## config.mk

```make
export PLATFORM = sky130hd
export DESIGN_NAME = shp_pins
export DESIGN_NICKNAME = d
export VERILOG_FILES = /design/src/core/shp_pins.v
export VERILOG_INCLUDE_DIRS = /design/src /design/src/core
export SDC_FILE = /design/constraint.sdc
export NUM_CORES = 1
export LEC_CHECK = 0
export ABC_AREA = 1
export BUFFER_PORTS_ARGS = -buffer_cell sky130_fd_sc_hd__buf_2
export CAP_MARGIN = 10
export CORE_MARGIN = 2
export CORE_UTILIZATION = 45
export DETAILED_ROUTE_END_ITERATION = 10
export PLACE_DENSITY_LB_ADDON = 0.12
export SYNTH_ARGS = -nofsm -noshare
export SYNTH_HDL_FRONTEND = slang
export SYNTH_SLANG_ARGS = --single-unit
export TNS_END_PERCENT = 30
```

## constraint.sdc

```tcl
create_clock -name ref_clk -period 1.4 [get_ports ref_clk]
set_clock_uncertainty 0.1 [all_clocks]
set_input_delay 0.07 -clock ref_clk [delete_from_list [all_inputs] [get_ports ref_clk]]
set_output_delay 0.07 -clock ref_clk [all_outputs]
set_load 0.01 [all_outputs]
```

## src/core/shp_pins_defs.vh

```
// Constants for the SRAM-like host port pin block
`ifndef SHP_PINS_DEFS_VH
`define SHP_PINS_DEFS_VH
// Wishbone register byte offsets
`define SHP_REG_CTRL 8'h00
`define SHP_REG_STAT 8'h04
`define SHP_REG_INTSTAT 8'h08
`define SHP_REG_INTMASK 8'h0c
`define SHP_REG_IRQCFG 8'h10
`define SHP_REG_MUXCFG 8'h14
`define SHP_REG_LASTACC 8'h18
// Control register fields
`define SHP_CTRL_SLEEP 0
`define SHP_CTRL_GENERAL_OUTPUT_THREE 1
`define SHP_CTRL_GENERAL_OUTPUT_FOUR 2
// Interrupt event bits
`define SHP_EV_READ 0
`define SHP_EV_WRITE 1
`define SHP_EV_WAKE 2
`define SHP_EV_FIFO 3
`define SHP_EV_W 4
// IRQ config fields
`define SHP_IRQ_POL 0
`define SHP_IRQ_OD 1
`define SHP_IRQ_SRC_LO 2
// Pin mux selections
`define SHP_MUX_ROM 2'h0
`define SHP_MUX_GPO 2'h1
`define SHP_MUX_MON_A 2'h2
`define SHP_MUX_MON_B 2'h3
// Host address decode
`define SHP_ADDR_W 7
`define SHP_FIFO_SPAN 7'h20
`define SHP_FIFO_MASK 7'h03
`endif

```

## src/core/shp_pins.v

```verilog
// SRAM-like host port pin logic with Wishbone control registers
//
// Function
// - FIFO select forces FIFO window access
// - FIFO mode ignores address bits seven-three
// - Decode seven-bit word address for targets
// - Strobes valid only with select asserted
// - Byte order low means little endian
// - Byte order high means big endian
// - Byte order sampled with qualified strobe
// - Qualified write wakes from reduced power
// - Latch width strap at reset release
// - Wide bus disables upper pull-downs
// - Interrupt polarity, source, driver programmable
// - Data pin: output three or TX monitor
// - Clock pin: output four or RX monitor
// - Data pin reuse holds ROM select inactive
// - Clock pin reuse holds ROM select inactive
// - Outputs three and four never inputs
//
// Design decisions made here: the register offsets and the Wishbone slave port.
`timescale 1ns/10ps
`include "shp_pins_defs.vh"
module shp_pins (
	// Clock and reset
	input wire ref_clk,
	input wire reset,
	// Wishbone slave
	input wire wb_cyc_i,
	input wire wb_stb_i,
	input wire wb_we_i,
	input wire [7:0] wb_adr_i,
	input wire [3:0] wb_sel_i,
	input wire [31:0] wb_dat_i,
	output reg [31:0] wb_dat_o,
	output reg wb_ack_o,
	// Host port pins
	input wire [6:0] hostAddr,
	input wire readStrobeN,
	input wire writeStrobeN,
	input wire deviceSelectN,
	input wire fifoSelect,
	input wire byteOrderSelect,
	input wire busWidthStrap,
	input wire [31:0] hostDataIn,
	// Host side decoded access
	output reg hostRdPulse,
	output reg hostWrPulse,
	output reg hostFifoAcc,
	output reg [6:0] hostWordAddr,
	output reg hostBigEndian,
	output reg [31:0] hostWrData,
	output reg wideBus,
	output reg upperPullDownEn,
	// Internal MII monitors
	input wire miiTxEn,
	input wire miiTxClk,
	input wire miiRxDv,
	input wire miiRxClk,
	// Serial ROM path from controller
	input wire romDataOut,
	input wire romDataOe,
	input wire romClock,
	input wire romSelect,
	// Multiplexed pins
	output reg serialRomDataO,
	output reg serialRomDataOe,
	output reg serialRomClock,
	output reg serialRomSelect,
	// Interrupt pin and power state
	output reg irqO,
	output reg irqOe,
	output reg irqInt,
	output reg sleeping
);
	// Synchroniser stages for pin inputs
	reg [6:0] addrS1_q, addrS2_q;
	reg [31:0] dataS1_q, dataS2_q;
	reg [4:0] ctlS1_q, ctlS2_q;
	reg [3:0] miiS1_q, miiS2_q;
	reg strapS1_q, strapS2_q;
	reg rdQual_q, wrQual_q;
	reg strapDone_q;
	// Registers
	reg [2:0] ctrl_q;
	reg [`SHP_EV_W-1:0] intStat_q, intMask_q;
	reg [3:0] irqCfg_q;
	reg [3:0] muxCfg_q;
	reg readSeen_q;
	wire csN, rdN, wrN, fsel, endSel;
	wire rdQual, wrQual, rdEdge, wrEdge;
	wire [6:0] wordAddr;
	wire [31:0] swapped, rawData;
	wire [`SHP_EV_W-1:0] events;
	wire irqSrc, irqActive, wbReq;
	wire [1:0] dataMux, clkMux;
	reg [31:0] rdMux;

	// Two flip-flops ahead of any pin logic
	always @(posedge ref_clk) begin
		addrS1_q <= hostAddr;
		addrS2_q <= addrS1_q;
		dataS1_q <= hostDataIn;
		dataS2_q <= dataS1_q;
		ctlS1_q <= {byteOrderSelect, fifoSelect, deviceSelectN, writeStrobeN, readStrobeN};
		ctlS2_q <= ctlS1_q;
		miiS1_q <= {miiRxClk, miiRxDv, miiTxClk, miiTxEn};
		miiS2_q <= miiS1_q;
		strapS1_q <= busWidthStrap;
		strapS2_q <= strapS1_q;
	end

	assign rdN = ctlS2_q[0];
	assign wrN = ctlS2_q[1];
	assign csN = ctlS2_q[2];
	assign fsel = ctlS2_q[3];
	assign endSel = ctlS2_q[4];
	assign rdQual = ~csN & ~rdN;
	assign wrQual = ~csN & ~wrN;
	assign rdEdge = rdQual & ~rdQual_q;
	assign wrEdge = wrQual & ~wrQual_q;
	assign wordAddr = fsel ? (addrS2_q & `SHP_FIFO_MASK) : addrS2_q;
	assign rawData = wideBus ? dataS2_q : {16'h0000, dataS2_q[15:0]};
	assign swapped = {rawData[7:0], rawData[15:8], rawData[23:16], rawData[31:24]};

	// Host access decode; sampled on the qualified strobe edge
	always @(posedge ref_clk) begin
		if (reset) begin
			rdQual_q <= 1'b0;
			wrQual_q <= 1'b0;
			hostRdPulse <= 1'b0;
			hostWrPulse <= 1'b0;
			hostFifoAcc <= 1'b0;
			hostWordAddr <= 7'h00;
			hostBigEndian <= 1'b0;
			hostWrData <= 32'h00000000;
			readSeen_q <= 1'b0;
		end else begin
			rdQual_q <= rdQual;
			wrQual_q <= wrQual;
			hostRdPulse <= rdEdge;
			// Writes before the first read are dropped, as the host knows
			// read before write
			hostWrPulse <= wrEdge & readSeen_q & ~sleeping;
			if (rdEdge) begin
				readSeen_q <= 1'b1;
			end else if (wrEdge & sleeping) begin
				readSeen_q <= 1'b0;
			end
			if (rdEdge | wrEdge) begin
				hostWordAddr <= wordAddr;
				hostFifoAcc <= fsel | (wordAddr < `SHP_FIFO_SPAN);
				hostBigEndian <= endSel;
				hostWrData <= endSel ? swapped : rawData;
			end
		end
	end

	// Strap capture one cycle after reset release, never under reset
	always @(posedge ref_clk) begin
		if (reset) begin
			strapDone_q <= 1'b0;
		end else begin
			strapDone_q <= 1'b1;
		end
	end
	always @(posedge ref_clk) begin
		if (reset) begin
			wideBus <= 1'b0;
			upperPullDownEn <= 1'b1;
		end else if (!strapDone_q) begin
			wideBus <= strapS2_q;
			upperPullDownEn <= ~strapS2_q;
		end
	end

	// Events: host read, host write, wake, FIFO access
	assign events = {(rdEdge | wrEdge) & fsel, wrEdge & sleeping, wrEdge, rdEdge};
	assign wbReq = wb_cyc_i & wb_stb_i & ~wb_ack_o;

	// Wishbone register writes, one-cycle ack
	always @(posedge ref_clk) begin
		if (reset) begin
			wb_ack_o <= 1'b0;
			ctrl_q <= 3'h0;
			intStat_q <= 4'h0;
			intMask_q <= 4'h0;
			irqCfg_q <= 4'h0;
			muxCfg_q <= 4'h0;
			sleeping <= 1'b0;
		end else begin
			wb_ack_o <= wbReq;
			// Set beats clear so no event is lost
			intStat_q <= (intStat_q & ~((wbReq && wb_we_i && wb_sel_i[0] &&
				wb_adr_i == `SHP_REG_INTSTAT) ? wb_dat_i[3:0] : 4'h0)) | events;
			if (wrEdge & sleeping) begin
				sleeping <= 1'b0;
			end else if (wbReq && wb_we_i && wb_sel_i[0] && wb_adr_i == `SHP_REG_CTRL &&
				wb_dat_i[`SHP_CTRL_SLEEP]) begin
				sleeping <= 1'b1;
			end
			if (wbReq && wb_we_i && wb_sel_i[0]) begin
				if (wb_adr_i == `SHP_REG_CTRL) begin
					ctrl_q <= wb_dat_i[2:0];
				end else if (wb_adr_i == `SHP_REG_INTMASK) begin
					intMask_q <= wb_dat_i[3:0];
				end else if (wb_adr_i == `SHP_REG_IRQCFG) begin
					irqCfg_q <= wb_dat_i[3:0];
				end else if (wb_adr_i == `SHP_REG_MUXCFG) begin
					muxCfg_q <= wb_dat_i[3:0];
				end
			end
		end
	end

	// Read mux; unmapped reads return zero
	always @* begin
		rdMux = 32'h00000000;
		if (wb_adr_i == `SHP_REG_CTRL) begin
			rdMux = {29'h0, ctrl_q[2:1], sleeping};
		end else if (wb_adr_i == `SHP_REG_STAT) begin
			rdMux = {27'h0, readSeen_q, hostBigEndian, hostFifoAcc, upperPullDownEn, wideBus};
		end else if (wb_adr_i == `SHP_REG_INTSTAT) begin
			rdMux = {28'h0, intStat_q};
		end else if (wb_adr_i == `SHP_REG_INTMASK) begin
			rdMux = {28'h0, intMask_q};
		end else if (wb_adr_i == `SHP_REG_IRQCFG) begin
			rdMux = {28'h0, irqCfg_q};
		end else if (wb_adr_i == `SHP_REG_MUXCFG) begin
			rdMux = {28'h0, muxCfg_q};
		end else if (wb_adr_i == `SHP_REG_LASTACC) begin
			rdMux = {25'h0, hostWordAddr};
		end
	end
	always @(posedge ref_clk) begin
		if (reset) begin
			wb_dat_o <= 32'h00000000;
		end else if (wbReq) begin
			wb_dat_o <= rdMux;
		end
	end

	// source select: all masked events or wake only
	assign irqSrc = irqCfg_q[`SHP_IRQ_SRC_LO] ? (intStat_q[`SHP_EV_WAKE] & intMask_q[`SHP_EV_WAKE])
		: |(intStat_q & intMask_q);
	assign irqActive = irqSrc;
	// Interrupt pin; open drain only drives the active level
	always @(posedge ref_clk) begin
		if (reset) begin
			irqInt <= 1'b0;
			irqO <= 1'b0;
			irqOe <= 1'b0;
		end else begin
			irqInt <= |(intStat_q & intMask_q);
			irqO <= irqActive ~^ irqCfg_q[`SHP_IRQ_POL];
			irqOe <= irqCfg_q[`SHP_IRQ_OD] ? irqActive : 1'b1;
		end
	end

	assign dataMux = muxCfg_q[1:0];
	assign clkMux = muxCfg_q[3:2];
	// Pin muxing; pins are output-only when reused, there is no input path
	always @(posedge ref_clk) begin
		if (reset) begin
			serialRomDataO <= 1'b0;
			serialRomDataOe <= 1'b0;
			serialRomClock <= 1'b0;
			serialRomSelect <= 1'b0;
		end else begin
			case (dataMux)
				`SHP_MUX_ROM: begin
					serialRomDataO <= romDataOut;
					serialRomDataOe <= romDataOe;
				end
				`SHP_MUX_GPO: begin
					serialRomDataO <= ctrl_q[`SHP_CTRL_GENERAL_OUTPUT_THREE];
					serialRomDataOe <= 1'b1;
				end
				`SHP_MUX_MON_A: begin
					serialRomDataO <= miiS2_q[0];
					serialRomDataOe <= 1'b1;
				end
				default: begin
					serialRomDataO <= miiS2_q[1];
					serialRomDataOe <= 1'b1;
				end
			endcase
			case (clkMux)
				`SHP_MUX_ROM: serialRomClock <= romClock;
				`SHP_MUX_GPO: serialRomClock <= ctrl_q[`SHP_CTRL_GENERAL_OUTPUT_FOUR];
				`SHP_MUX_MON_A: serialRomClock <= miiS2_q[2];
				default: serialRomClock <= miiS2_q[3];
			endcase
			serialRomSelect <= (dataMux == `SHP_MUX_ROM && clkMux == `SHP_MUX_ROM) ?
				romSelect : 1'b0;
		end
	end
endmodule

```

==> results_tabular.tex, run 1 <==
\begin{tabular}{lr}
\hline
Metric & Value \\
\hline
\multicolumn{2}{l}{\textbf{Outcome}} \\
Outcome & finished, violations left \\
Failing checks & negative setup slack \\
\multicolumn{2}{l}{\textbf{Power and ir drop}} \\
Switching power as a share of total power & 23.52\% \\
Static leakage & between 3 and 4 nW \\
Internal power consumption & just over 0.008 W \\
Relative contribution of sequential cells to total power & 51.4\% \\
Power Dens Cells & roughly 1400 nW/µm² \\
Part of the power in the clock network & a little under 40\% \\
Switching power & 0.002552 W \\
Overall power after layout & 0.01085 W \\
Maximum vdd drop & 960.4 µV \\
Part of the power in combinational logic & about a tenth \\
\multicolumn{2}{l}{\textbf{Logic synthesis}} \\
Cell variety after synth & 35 \\
Warning count from the yosys run & 0 \\
Mean Syn Cell Area & roughly 9.3 µm² \\
Top area cells in the synthesized netlist & dfxtp\_1, nand2\_1, a21oi\_1, o21ai\_0, nand3\_1 \\
Leading area contributor after synthesis & dfxtp\_1 \\
Seq/Total Area, Yosys & 62.40\% \\
Area share of the largest cell type after synthesis & 62.40\% \\
Mapped cell area & between 5000 and 6000 µm² \\
Seq cells post-synth & 181 \\
Instance count of the mapped netlist & 627 \\
\multicolumn{2}{l}{\textbf{Critical path}} \\
Slowest stage cell on the critical path & or3\_4 \\
Worst setup EP type & register \\
CP Data Arrival Time & around 1.7 ns \\
Setup crit start kind & register \\
Largest driver fanout on the critical path & 7 \\
Critical path class & reg -> reg \\
Worst path required time & 1.66 ns \\
Biggest cell delay along the critical path & 0.42 ns \\
Cells traversed along the worst timing path & or3\_4, nand2\_8, buf\_12, buf\_16, o21ai\_1, nor2\_1 \\
\multicolumn{2}{l}{\textbf{Route}} \\
Antenna-violating nets left & 0 \\
Detailed-router iteration count before antenna repair & 4 \\
Detailed-route via count & slightly below 5k \\
Routed wire length & around 14000 µm \\
Ratio of routed vias to standard cells & 4.828 \\
Detail-routed net length per standard cell & roughly 14 µm \\
Detailed router's first-iteration violation count & $\sim$250 \\
Residual DRC count & 0 \\
\multicolumn{2}{l}{\textbf{Global route}} \\
Number of global-route vias before repair & $\sim$4.7k \\
Initial antenna violation count & 0 \\
Global-route wire length before repair & 23140 µm \\
Gr usage total & 21.08\% \\
Maximum number of pins on one net before global-route repair & 56 \\
Overall overflow remaining after global route & 0 \\
\multicolumn{2}{l}{\textbf{STA}} \\
Unrepaired setup endpoints after global routing & yes \\
Min Tclk post-route & 1.447 ns \\
Setup tns final & -0.4489 ns \\
Final worst-path setup slack & -0.04658 ns \\
Share of the clock period used by the worst path after layout & 103.3\% \\
Final count of pins violating max slew & 0 \\
Number of setup violations in the final report & 28 \\
Final Hold Viols & 0 \\
Peak clock frequency supported by timing & 691.3 MHz \\
\multicolumn{2}{l}{\textbf{Floorplanning}} \\
Standard-cell rows & 41 \\
Horizontal die dimension & 117.6 µm \\
Die Height & 117.6 µm \\
Initial Utilization & 46.01\% \\
Total Die Area & 13830 µm² \\
Number of I/O pins & 188 \\
Std-Cell Core Area & 12620 µm² \\
\multicolumn{2}{l}{\textbf{Placement}} \\
Routability congestion estimate & 0.9239 \\
Pre-CTS setup slack & -0.08248 ns \\
Port buffer count & 131 \\
Estimated wirelength of the detail-placed design & $\sim$8800 µm \\
Total instance count after detailed placement & a little over 900 \\
Area after detailed placement & 6645 µm² \\
\multicolumn{2}{l}{\textbf{Final layout}} \\
Final instance count without filler cells & 1019 \\
Share of layout cells above drive strength 1 & roughly a quarter \\
Antenna diodes & 0 \\
Design Area, Final & 7930 µm² \\
Layout net count & 936 \\
Signed area change from the synthesized netlist to the final layout & 36.57\% \\
\multicolumn{2}{l}{\textbf{Clock network}} \\
Clock root cell & clkbuf\_16 \\
Clock sinks & 181 \\
Clock transition at the registers of the reported paths & 0.06 ns \\
Clock buffer count from CTS & 17 \\
Clk Latency, worst-skew pair & $\sim$0.42 ns \\
CTS tree & yes \\
Count of H-tree levels built during CTS & 4 \\
Buffer levels on the longest clock path & 2 \\
\multicolumn{2}{l}{\textbf{Worst hold path}} \\
Path category of the worst min-delay check & in -> reg \\
\multicolumn{2}{l}{\textbf{Flow run}} \\
Maximum capacitance violations & 0 \\
\hline
\end{tabular}
## placed cells by master, fill, tap and decap left out, drive strengths merged, types with 2 or more instances in the layout
cell type,instances
o21ai,57
a31oi,16
or3,2
clkinv,5
a211oi,2
inv,32
clkbuf,26
nor3,7
o2111ai,3
nand2,100
dlygate4sd3,57
conb,25
a21oi,68
nand3,40
nor2,57
dfxtp,181
a41oi,2
buf,160
## state kept, by name, indices dropped and copies added (netlist names), 2 cells and up
name and flops:
dataS1_q 32, dataS2_q 32, hostWrData 32, addrS1_q 7, addrS2_q 7, hostWordAddr 7
wb_dat_o 7, ctlS1_q 5, ctlS2_q 5, intMask_q 4, intStat_q 4, irqCfg_q 4
miiS1_q 4, miiS2_q 4, muxCfg_q 4, ctrl_q 2
## what timing repair did
item                                   CTS  global route
gates cloned                             4             0
resized for setup                       12            15
pin swaps                                6             7
endpoints found under the hold margin   69             0
buffers inserted                         2             1
hold buffers                            57             0
setup endpoints to repair               42            56
## metrics by stage
step                util (%)  hold slack (ns)
global placement       52.66          0.07201
CTS                    62.61          0.01421
global route           62.84          0.02270
floorplan                  -        -0.002283
detailed placement     52.66          0.07357
finish                 62.84         0.009748
## worst max-delay path, delay by kind of cell, from the launching register on
| kind | cells | cell delay (ns) |
|---|---|---|
| compound gates | 1 | 0.06 |
| buf+inv | 2 | 0.27 |
| flops | 1 | 0.30 |
| simple gates | 3 | 0.65 |
## cell families after synthesis
| group | after synthesis | synth area share, % |
|---|---|---|
| buffers and inverters | 85 | 8.016 |
| AOI/OAI and AO/OA | 151 | 13.96 |
| DFF | 181 | 62.40 |
| other | 1 | 0.06458 |
| and+or+nand+nor | 209 | 15.56 |
## synthesized netlist by cell type (all sizes together)
| cell type | instances |
|---|---|
| dfxtp | 181 |
| nand2 | 100 |
| a21oi | 68 |
| nor2 | 57 |
| o21ai | 57 |
| nand3 | 40 |
| buf | 38 |
| inv | 30 |
| a31oi | 16 |
| clkbuf | 15 |
| nor3 | 7 |
| o2111ai | 3 |
| a211oi | 2 |
| a41oi | 2 |
| clkinv | 2 |
| or3 | 2 |
| a21o | 1 |
| a22o | 1 |
| conb | 1 |
| nand4 | 1 |
| nor4 | 1 |
| o22ai | 1 |
| or2 | 1 |
## layout make-up
cell class | instances | area, µm²
Inverter | 32 | 125.1
Sequential cell | 181 | 3625
Tap cell | 172 | 215.2
Clock buffer | 26 | 479.2
Clock inverter | 6 | 43.79
Timing Repair Buffer | 217 | 1587
Fill cell | 1098 | 4690
Multi-Input combinational cell | 385 | 1856
## routing by layer
| layer | global-route usage [%] | vias up | wire length, µm |
|---|---|---|---|
| li1 | - | 2456 | - |
| met4 | 9.488 | 0 | 322 |
| met5 | 0 | - | 0 |
| met1 | 25.79 | 2267 | 6164 |
| met3 | 4.748 | 22 | 810 |
| met2 | 35.56 | 175 | 6994 |
## worst paths after layout
| check | cells past startpoint | slack (ns) | start | to |
|---|---|---|---|---|
| hold / removal | 4 | 0.01 | wb_we_i | ctrl_q[2]$_SDFFE_PP0N_ |
| setup / recovery | 6 | -0.05 | rdQual_q$_SDFF_PP0_ | hostWordAddr[0]$_SDFFE_PP0N_ |
| hold reg to reg | 0 | 0.22 | miiS1_q[0]$_DFF_P_ | miiS2_q[0]$_DFF_P_ |
| setup reg to reg | 6 | -0.05 | rdQual_q$_SDFF_PP0_ | hostWordAddr[0]$_SDFFE_PP0N_ |
## power by group through the flow
stage / combinational, W / sequential [W] / clock, W
2_1_floorplan: 0.000452 / 0.00570 / 0
3_3_place_gp: 0.000765 / 0.00568 / 0
3_5_place_dp: 0.000784 / 0.00568 / 0
4_1_cts: 0.00102 / 0.00557 / 0.00433
5_1_grt: 0.00113 / 0.00560 / 0.00456
6_report: 0.00103 / 0.00557 / 0.00425
No activity file was read; power rests on OpenSTA's default activity.
==> run 2: changes to the inputs <==
--- a/config.mk
+++ b/config.mk
@@ -6,7 +6,6 @@
 export SDC_FILE = /design/constraint.sdc
 export NUM_CORES = 1
 export LEC_CHECK = 0
-export ABC_AREA = 1
 export BUFFER_PORTS_ARGS = -buffer_cell sky130_fd_sc_hd__buf_2
 export CAP_MARGIN = 10
 export CORE_MARGIN = 2
==> results_tabular.tex, run 2 <==
\begin{tabular}{lr}
\hline
Metric & Value \\
\hline
\multicolumn{2}{l}{\textbf{Outcome}} \\
Failing checks & negative setup slack \\
Outcome & finished, violations left \\
\multicolumn{2}{l}{\textbf{Worst hold path}} \\
Endpoint with the worst hold slack & wb\_dat\_o[5]\$\_SDFFE\_PP0N\_ \\
Start point of the worst hold path & wb\_adr\_i[1] \\
WHS Path Cells & 5 \\
Path category of the worst min-delay check & in -> reg \\
\multicolumn{2}{l}{\textbf{Placement}} \\
Port buffer count & 131 \\
Pre-CTS setup slack & -0.3946 ns \\
Routability congestion estimate & 0.8596 \\
Estimated wirelength of the detail-placed design & 9306 µm \\
Area after detailed placement & 6989 µm² \\
\multicolumn{2}{l}{\textbf{Final layout}} \\
Design Area, Final & $\sim$8600 µm² \\
Fill cell instance count of the final layout & 999 \\
Highest-count cells in the layout ignoring fill and taps & dfxtp\_1, buf\_2, nor2\_1 \\
Layout net count & 912 \\
Antenna diodes & 0 \\
Biggest registers after layout & dataS1\_q: 32 flops, dataS2\_q: 32 flops, hostWrData: 32 flops \\
Signed area change from the synthesized netlist to the final layout & 45.81\% \\
Most frequent standard cell in the layout excluding fill and tap cells & dfxtp\_1 \\
Share of layout cells above drive strength 1 & around 34\% \\
\multicolumn{2}{l}{\textbf{Logic synthesis}} \\
Async S/R FF share, synth & 0\% \\
Leading area contributor after synthesis & dfxtp\_1 \\
Warning count from the yosys run & 0 \\
Seq cells post-synth & 181 \\
Mean Syn Cell Area & slightly above 10 µm² \\
Seq/Total Area, Yosys & 61.37\% \\
Instance count of the mapped netlist & 581 \\
Dominant cell by count in the synthesized netlist & dfxtp\_1 \\
Area share of the largest cell type after synthesis & 61.37\% \\
Prevailing post-synth register cell & dfxtp\_1 \\
Commonest cells in the netlist & dfxtp\_1, nor2\_1, nand2\_1, nor3\_1, buf\_4 \\
Mapped cell area & 5904 µm² \\
Top area cells in the synthesized netlist & dfxtp\_1, nor2\_1, nor3\_1, nand2\_1, mux2i\_1 \\
EDFF count, synth & 0 \\
Cell variety after synth & 42 \\
\multicolumn{2}{l}{\textbf{Clock network}} \\
Clock buffer count from CTS & 17 \\
Count of H-tree levels built during CTS & 4 \\
Clock root cell & clkbuf\_16 \\
CTS tree & yes \\
Clock sinks & between 150 and 200 \\
Clk Latency, worst-skew pair & about 0.4 ns \\
Buffer levels on the longest clock path & 2 \\
Clock transition at the registers of the reported paths & 0.06 ns \\
\multicolumn{2}{l}{\textbf{Floorplanning}} \\
Std-Cell Core Area & $\sim$13000 µm² \\
Total Die Area & 14050 µm² \\
Number of I/O pins & 188 \\
Horizontal die dimension & 118.5 µm \\
Standard-cell rows & $\sim$40 \\
Die Height & between 100 and 150 µm \\
Initial Utilization & a little under half \\
\multicolumn{2}{l}{\textbf{Critical path}} \\
Biggest cell delay along the critical path & between 0.3 and 0.4 ns \\
Reg-to-Reg End & intStat\_q[0]\$\_SDFF\_PP0\_ \\
Slack of the worst reg-to-reg path & -0.11 ns \\
Cells traversed along the worst timing path & nand3b\_1, buf\_6, nor4\_2, buf\_4, nand2\_1, a31o\_1 \\
Worst reg2reg startpoint & wb\_ack\_o\$\_SDFF\_PP0\_ \\
Cell family contributing the most delay on the critical path & simple AND/OR/NAND/NOR gates \\
CP Data Arrival Time & approximately 1.7 ns \\
Worst setup EP type & register \\
Number of cell instances on the worst register-to-register path & 6 \\
Largest driver fanout on the critical path & 4 \\
Setup crit start kind & register \\
Slowest stage cell on the critical path & dfxtp\_1 \\
Worst path required time & 1.61 ns \\
Worst Path Buf+Inv & 2 \\
Critical path class & reg -> reg \\
\multicolumn{2}{l}{\textbf{STA}} \\
Min Tclk post-route & 1.506 ns \\
Share of the clock period used by the worst path after layout & 107.5\% \\
Unrepaired setup endpoints after global routing & yes \\
Final worst-path setup slack & -0.1056 ns \\
Peak clock frequency supported by timing & 664.2 MHz \\
Hold slack final & 0.09763 ns \\
Final count of pins violating max slew & 0 \\
Final Hold Viols & 0 \\
Number of setup violations in the final report & 37 \\
\multicolumn{2}{l}{\textbf{Power and ir drop}} \\
Power Dens Cells & 1333 nW/µm² \\
Static leakage & 3.674 nW \\
Maximum vdd drop & 1059 µV \\
\multicolumn{2}{l}{\textbf{Global route}} \\
Gr busiest metal & met2 \\
Global-route wire length before repair & 22940 µm \\
GR Util met3 & about 5.4\% \\
Maximum number of pins on one net before global-route repair & 35 \\
Met1 demand-to-capacity share in global routing & 24.22\% \\
Initial antenna violation count & 0 \\
Overall overflow remaining after global route & 0 \\
Gr usage total & 20.48\% \\
Number of global-route vias before repair & 4759 \\
Global-route met2 utilization & 35.74\% \\
\multicolumn{2}{l}{\textbf{Route}} \\
Routed wire length & 14890 µm \\
Detailed-router iteration count before antenna repair & 4 \\
Detailed router's first-iteration violation count & roughly 200 \\
Residual DRC count & 0 \\
Ratio of routed vias to standard cells & 4.898 \\
Detailed-route via count & 4869 \\
Antenna-violating nets left & 0 \\
Detail-routed net length per standard cell & between 10 and 15 µm \\
\multicolumn{2}{l}{\textbf{Flow run}} \\
Maximum capacitance violations & 0 \\
\hline
\end{tabular}
==> run 2: per-stage QoR <==
| step | utilization, % | TNS, ns | instances | total power [W] |
|---|---|---|---|---|
| global route | 67.67 | -5.823 | 994 | 0.01192 |
| detailed placement | 54.94 | -10.23 | 898 | 0.006567 |
| floorplan | - | -4.392 | 605 | 0.006170 |
| global placement | 54.94 | -9.305 | 898 | 0.006545 |
| finish | 67.67 | -1.385 | 994 | 0.01147 |
| CTS | 65.33 | -1.135 | 989 | 0.01141 |
==> run 2: area by class of cell <==
class	count	area, µm²	area share [%]
flip-flops and latches	181	3632	42.19
well taps	172	215.2	2.500
clock inverters	11	123.9	1.439
clock buffers	20	466.7	5.421
repair buffers	246	1824	21.19
inverters	4	15.01	0.1744
multi-input cells	360	2332	27.09
==> run 2: worst reg2reg max path, delay by kind of cell (launching register included) <==
kind	cells	cell delay, ns
and+or+nand+nor	3	0.47
buffers and inverters	2	0.32
DFF	1	0.31
AOI/OAI and AO/OA	1	0.21
==> run 2: metal layers <==
metal	routed length (µm)	part of all wire (%)
met1	6371	43
met2	7502	50
met3	759	5.1
met4	252	1.7
met5	0	0
==> run 2: cells by family after synthesis <==
family	count (synthesis)	share of synthesized area (%)
and+or+nand+nor	235	19.35
other	1	0.06351
muxes	22	4.153
AOI/OAI and AO/OA	77	9.048
buffers and inverters	64	5.870
DFF	181	61.37
xor gates and xnor gates	1	0.1484
==> run 2: worst max-delay path by stage <==
stage / start / endpoint / slack, ns / depth (start not counted)
finish: wb_ack_o$_SDFF_PP0_ / intStat_q[0]$_SDFF_PP0_ / -0.11 / 6
global placement: wb_adr_i[4] / intMask_q[1]$_SDFFE_PP0P_ / -0.34 / 6
CTS: wb_ack_o$_SDFF_PP0_ / intStat_q[0]$_SDFF_PP0_ / -0.09 / 6
detailed placement: wb_adr_i[4] / intMask_q[3]$_SDFFE_PP0P_ / -0.39 / 6
global route: wb_ack_o$_SDFF_PP0_ / intStat_q[3]$_SDFF_PP0_ / -0.17 / 7
floorplan: wb_adr_i[4] / intMask_q[0]$_SDFFE_PP0P_ / -0.21 / 6
==> run 2: what timing repair did <==
item,in CTS,in global routing
setup endpoints to repair,64,65
hold buffers,59,1
cloned,0,5
pin swaps,15,37
hold endpoints to repair,76,5
resized for setup,31,38
buffers inserted,1,0
==> run 2: power breakdown <==
| group | leakage (nW) | switching [W] | internal, W |
|---|---|---|---|
| Clock | 0.285 | 0.00192 | 0.00277 |
| Combinational | 1.88 | 0.000618 | 0.000601 |
| Sequential | 1.51 | 0.000141 | 0.00543 |
==> run 3: changes to the inputs <==
--- a/config.mk
+++ b/config.mk
@@ -15,4 +15,3 @@
 export SYNTH_ARGS = -nofsm -noshare
 export SYNTH_HDL_FRONTEND = slang
 export SYNTH_SLANG_ARGS = --single-unit
-export TNS_END_PERCENT = 30
==> results_tabular.tex, run 3 (synthesis gave the netlist of run 2 again) <==
\begin{tabular}{lr}
\hline
Metric & Value \\
\hline
\multicolumn{2}{l}{\textbf{Route}} \\
Highest metal layer with signal wires & met4 \\
Detail-routed net length per standard cell & 15.79 µm \\
Detailed-router iteration count before antenna repair & 4 \\
Residual DRC count & 0 \\
Met1 Wirelength & 6498 µm \\
Ratio of routed vias to standard cells & 4.965 \\
Routed wire length & 15850 µm \\
Detailed router's first-iteration violation count & 256 \\
Met2 wire length & between 8000 and 9000 µm \\
Total length of routed met3 wires & 892 µm \\
Detailed-route via count & 4985 \\
Antenna-violating nets left & 0 \\
\multicolumn{2}{l}{\textbf{Critical path}} \\
CP Data Arrival Time & 1.79 ns \\
Setup crit start kind & register \\
Launching element of the worst setup path & wb\_ack\_o\$\_SDFF\_PP0\_ \\
Critical path class & reg -> reg \\
Reg-to-Reg End & intStat\_q[2]\$\_SDFF\_PP0\_ \\
Worst setup EP type & register \\
Slowest stage cell on the critical path & dfxtp\_1 \\
Largest driver fanout on the critical path & 4 \\
Worst path required time & 1.61 ns \\
Cells traversed along the worst timing path & nand3b\_1, buf\_6, nor4\_4, buf\_4, nand2\_1, a22oi\_1, nor2\_1 \\
Number of cell instances on the worst register-to-register path & 7 \\
Worst reg2reg startpoint & wb\_ack\_o\$\_SDFF\_PP0\_ \\
Biggest cell delay along the critical path & 0.30 ns \\
Slack of the worst reg-to-reg path & -0.19 ns \\
\multicolumn{2}{l}{\textbf{Power and ir drop}} \\
Part of the power in combinational logic & 12.1\% \\
Switching power as a share of total power & a little under a quarter \\
Part of the power in the clock network & between 40\% and 50\% \\
Relative contribution of sequential cells to total power & 46.9\% \\
Internal power consumption & 0.009112 W \\
Power Dens Cells & 1306 nW/µm² \\
Maximum vdd drop & 1109 µV \\
Switching power & $\sim$0.0028 W \\
Static leakage & just under 4 nW \\
\multicolumn{2}{l}{\textbf{Worst hold path}} \\
Start point of the worst hold path & wb\_dat\_i[2] \\
Path category of the worst min-delay check & in -> reg \\
Endpoint with the worst hold slack & irqCfg\_q[2]\$\_SDFFE\_PP0P\_ \\
WHS Path Cells & 3 \\
\multicolumn{2}{l}{\textbf{Final layout}} \\
Multi-input combinational cell area & between 2000 and 3000 µm² \\
Biggest registers after layout & dataS1\_q: 32 flops, dataS2\_q: 32 flops, hostWrData: 32 flops \\
Antenna diodes & 0 \\
Area taken by flip-flops and latches & 3635 µm² \\
Design Area, Final & between 9000 and 10000 µm² \\
Highest-count cells in the layout ignoring fill and taps & dfxtp\_1, buf\_2, dlygate4sd3\_1 \\
Most frequent standard cell in the layout excluding fill and tap cells & dfxtp\_1 \\
Share of layout cells above drive strength 1 & 41.59\% \\
Final design utilization & 71.95\% \\
Signed area change from the synthesized netlist to the final layout & 55.03\% \\
Fill cell instance count of the final layout & 925 \\
Layout net count & 921 \\
\multicolumn{2}{l}{\textbf{STA}} \\
Peak clock frequency supported by timing & 630.9 MHz \\
Hold slack final & -0.09531 ns \\
Final Hold Viols & 5 \\
Final count of pins violating max slew & 0 \\
Unrepaired setup endpoints after global routing & yes \\
Min Tclk post-route & 1.585 ns \\
Share of the clock period used by the worst path after layout & 113.2\% \\
Number of setup violations in the final report & 55 \\
Final worst-path setup slack & -0.1851 ns \\
\multicolumn{2}{l}{\textbf{Clock network}} \\
Clock transition at the registers of the reported paths & about 0.060 ns \\
CTS tree & yes \\
CTS Hold Bufs & between 60 and 70 \\
Count of H-tree levels built during CTS & 4 \\
Clock buffer count from CTS & 17 \\
Clock sinks & 181 \\
Clock root cell & clkbuf\_16 \\
Buffer levels on the longest clock path & 2 \\
Clk Latency, worst-skew pair & 0.42 ns \\
\multicolumn{2}{l}{\textbf{Floorplanning}} \\
Die Height & 118.5 µm \\
Horizontal die dimension & 118.5 µm \\
Total Die Area & 14050 µm² \\
Std-Cell Core Area & 12720 µm² \\
Number of I/O pins & 188 \\
Standard-cell rows & a little over 40 \\
Initial Utilization & between 40\% and 50\% \\
\multicolumn{2}{l}{\textbf{Placement}} \\
Port buffer count & 131 \\
Area after detailed placement & roughly 7000 µm² \\
Estimated wirelength of the detail-placed design & $\sim$9500 µm \\
Pre-CTS setup slack & -0.3519 ns \\
Routability congestion estimate & 0.8746 \\
\multicolumn{2}{l}{\textbf{Global route}} \\
Maximum number of pins on one net before global-route repair & 35 \\
Gr usage total & 22.65\% \\
Initial antenna violation count & 0 \\
Overall overflow remaining after global route & 0 \\
Number of global-route vias before repair & slightly above 5k \\
Global-route wire length before repair & 25010 µm \\
\multicolumn{2}{l}{\textbf{Outcome}} \\
Failing checks & negative hold slack, negative setup slack \\
Outcome & finished, violations left \\
\multicolumn{2}{l}{\textbf{Flow run}} \\
Maximum capacitance violations & 0 \\
\hline
\end{tabular}
[run 3: per-stage QoR]
stage,power (W),std cells,TNS [ns]
finish,0.01195,1004,-4.185
global route,0.01236,1004,-8.410
CTS,0.01194,1006,-5.776
detailed placement,0.006576,898,-9.748
global placement,0.006547,898,-7.711
floorplan,0.006175,605,-2.530
[run 3: metal layers]
metal	vias up	global-route usage, %
li1	2417	-
met1	2378	26.21
met2	161	39.76
met3	29	6.274
met4	0	8.408
met5	-	0
[run 3: final cells by class]
type	count	share of cell area, %
clock buffer	22	5.180
timing repair buffer	255	21.50
inverter	4	0.1640
tap	172	2.351
multi-input combinational	360	29.54
sequential	181	39.71
clock inverter	10	1.558
[run 3: critical path, delay by kind of cell (launching register included)]
| family | cells | cell delay (ns) |
|---|---|---|
| AO/OA/AOI/OAI | 1 | 0.14 |
| buffers and inverters | 2 | 0.34 |
| flip-flops | 1 | 0.30 |
| AND/OR/NAND/NOR | 4 | 0.58 |
[run 3: how the worst max path moves through the flow]
stage / end / slack, ns / cells past startpoint
CTS: intStat_q[2]$_SDFF_PP0_ / -0.20 / 7
floorplan: intMask_q[0]$_SDFFE_PP0P_ / -0.21 / 6
global route: intStat_q[2]$_SDFF_PP0_ / -0.26 / 7
global placement: intMask_q[0]$_SDFFE_PP0P_ / -0.33 / 6
detailed placement: intMask_q[3]$_SDFFE_PP0P_ / -0.35 / 6
finish: intStat_q[2]$_SDFF_PP0_ / -0.19 / 7
[run 3: power groups by stage]
stage | clock network (W) | logic, W | registers, W
after floorplan | 0 | 0.000486 | 0.00569
after global placement | 0 | 0.000888 | 0.00566
after detailed placement | 0 | 0.000910 | 0.00567
after CTS | 0.00498 | 0.00138 | 0.00559
after global routing | 0.00518 | 0.00155 | 0.00563
final | 0.00491 | 0.00145 | 0.00560
[run 3: repair_timing]
item,CTS,global route
endpoints found under the setup margin,62,66
resized for setup,109,62
pin swaps,65,34
gates cloned,6,0
setup buffers,10,7
endpoints found under the hold margin,77,5
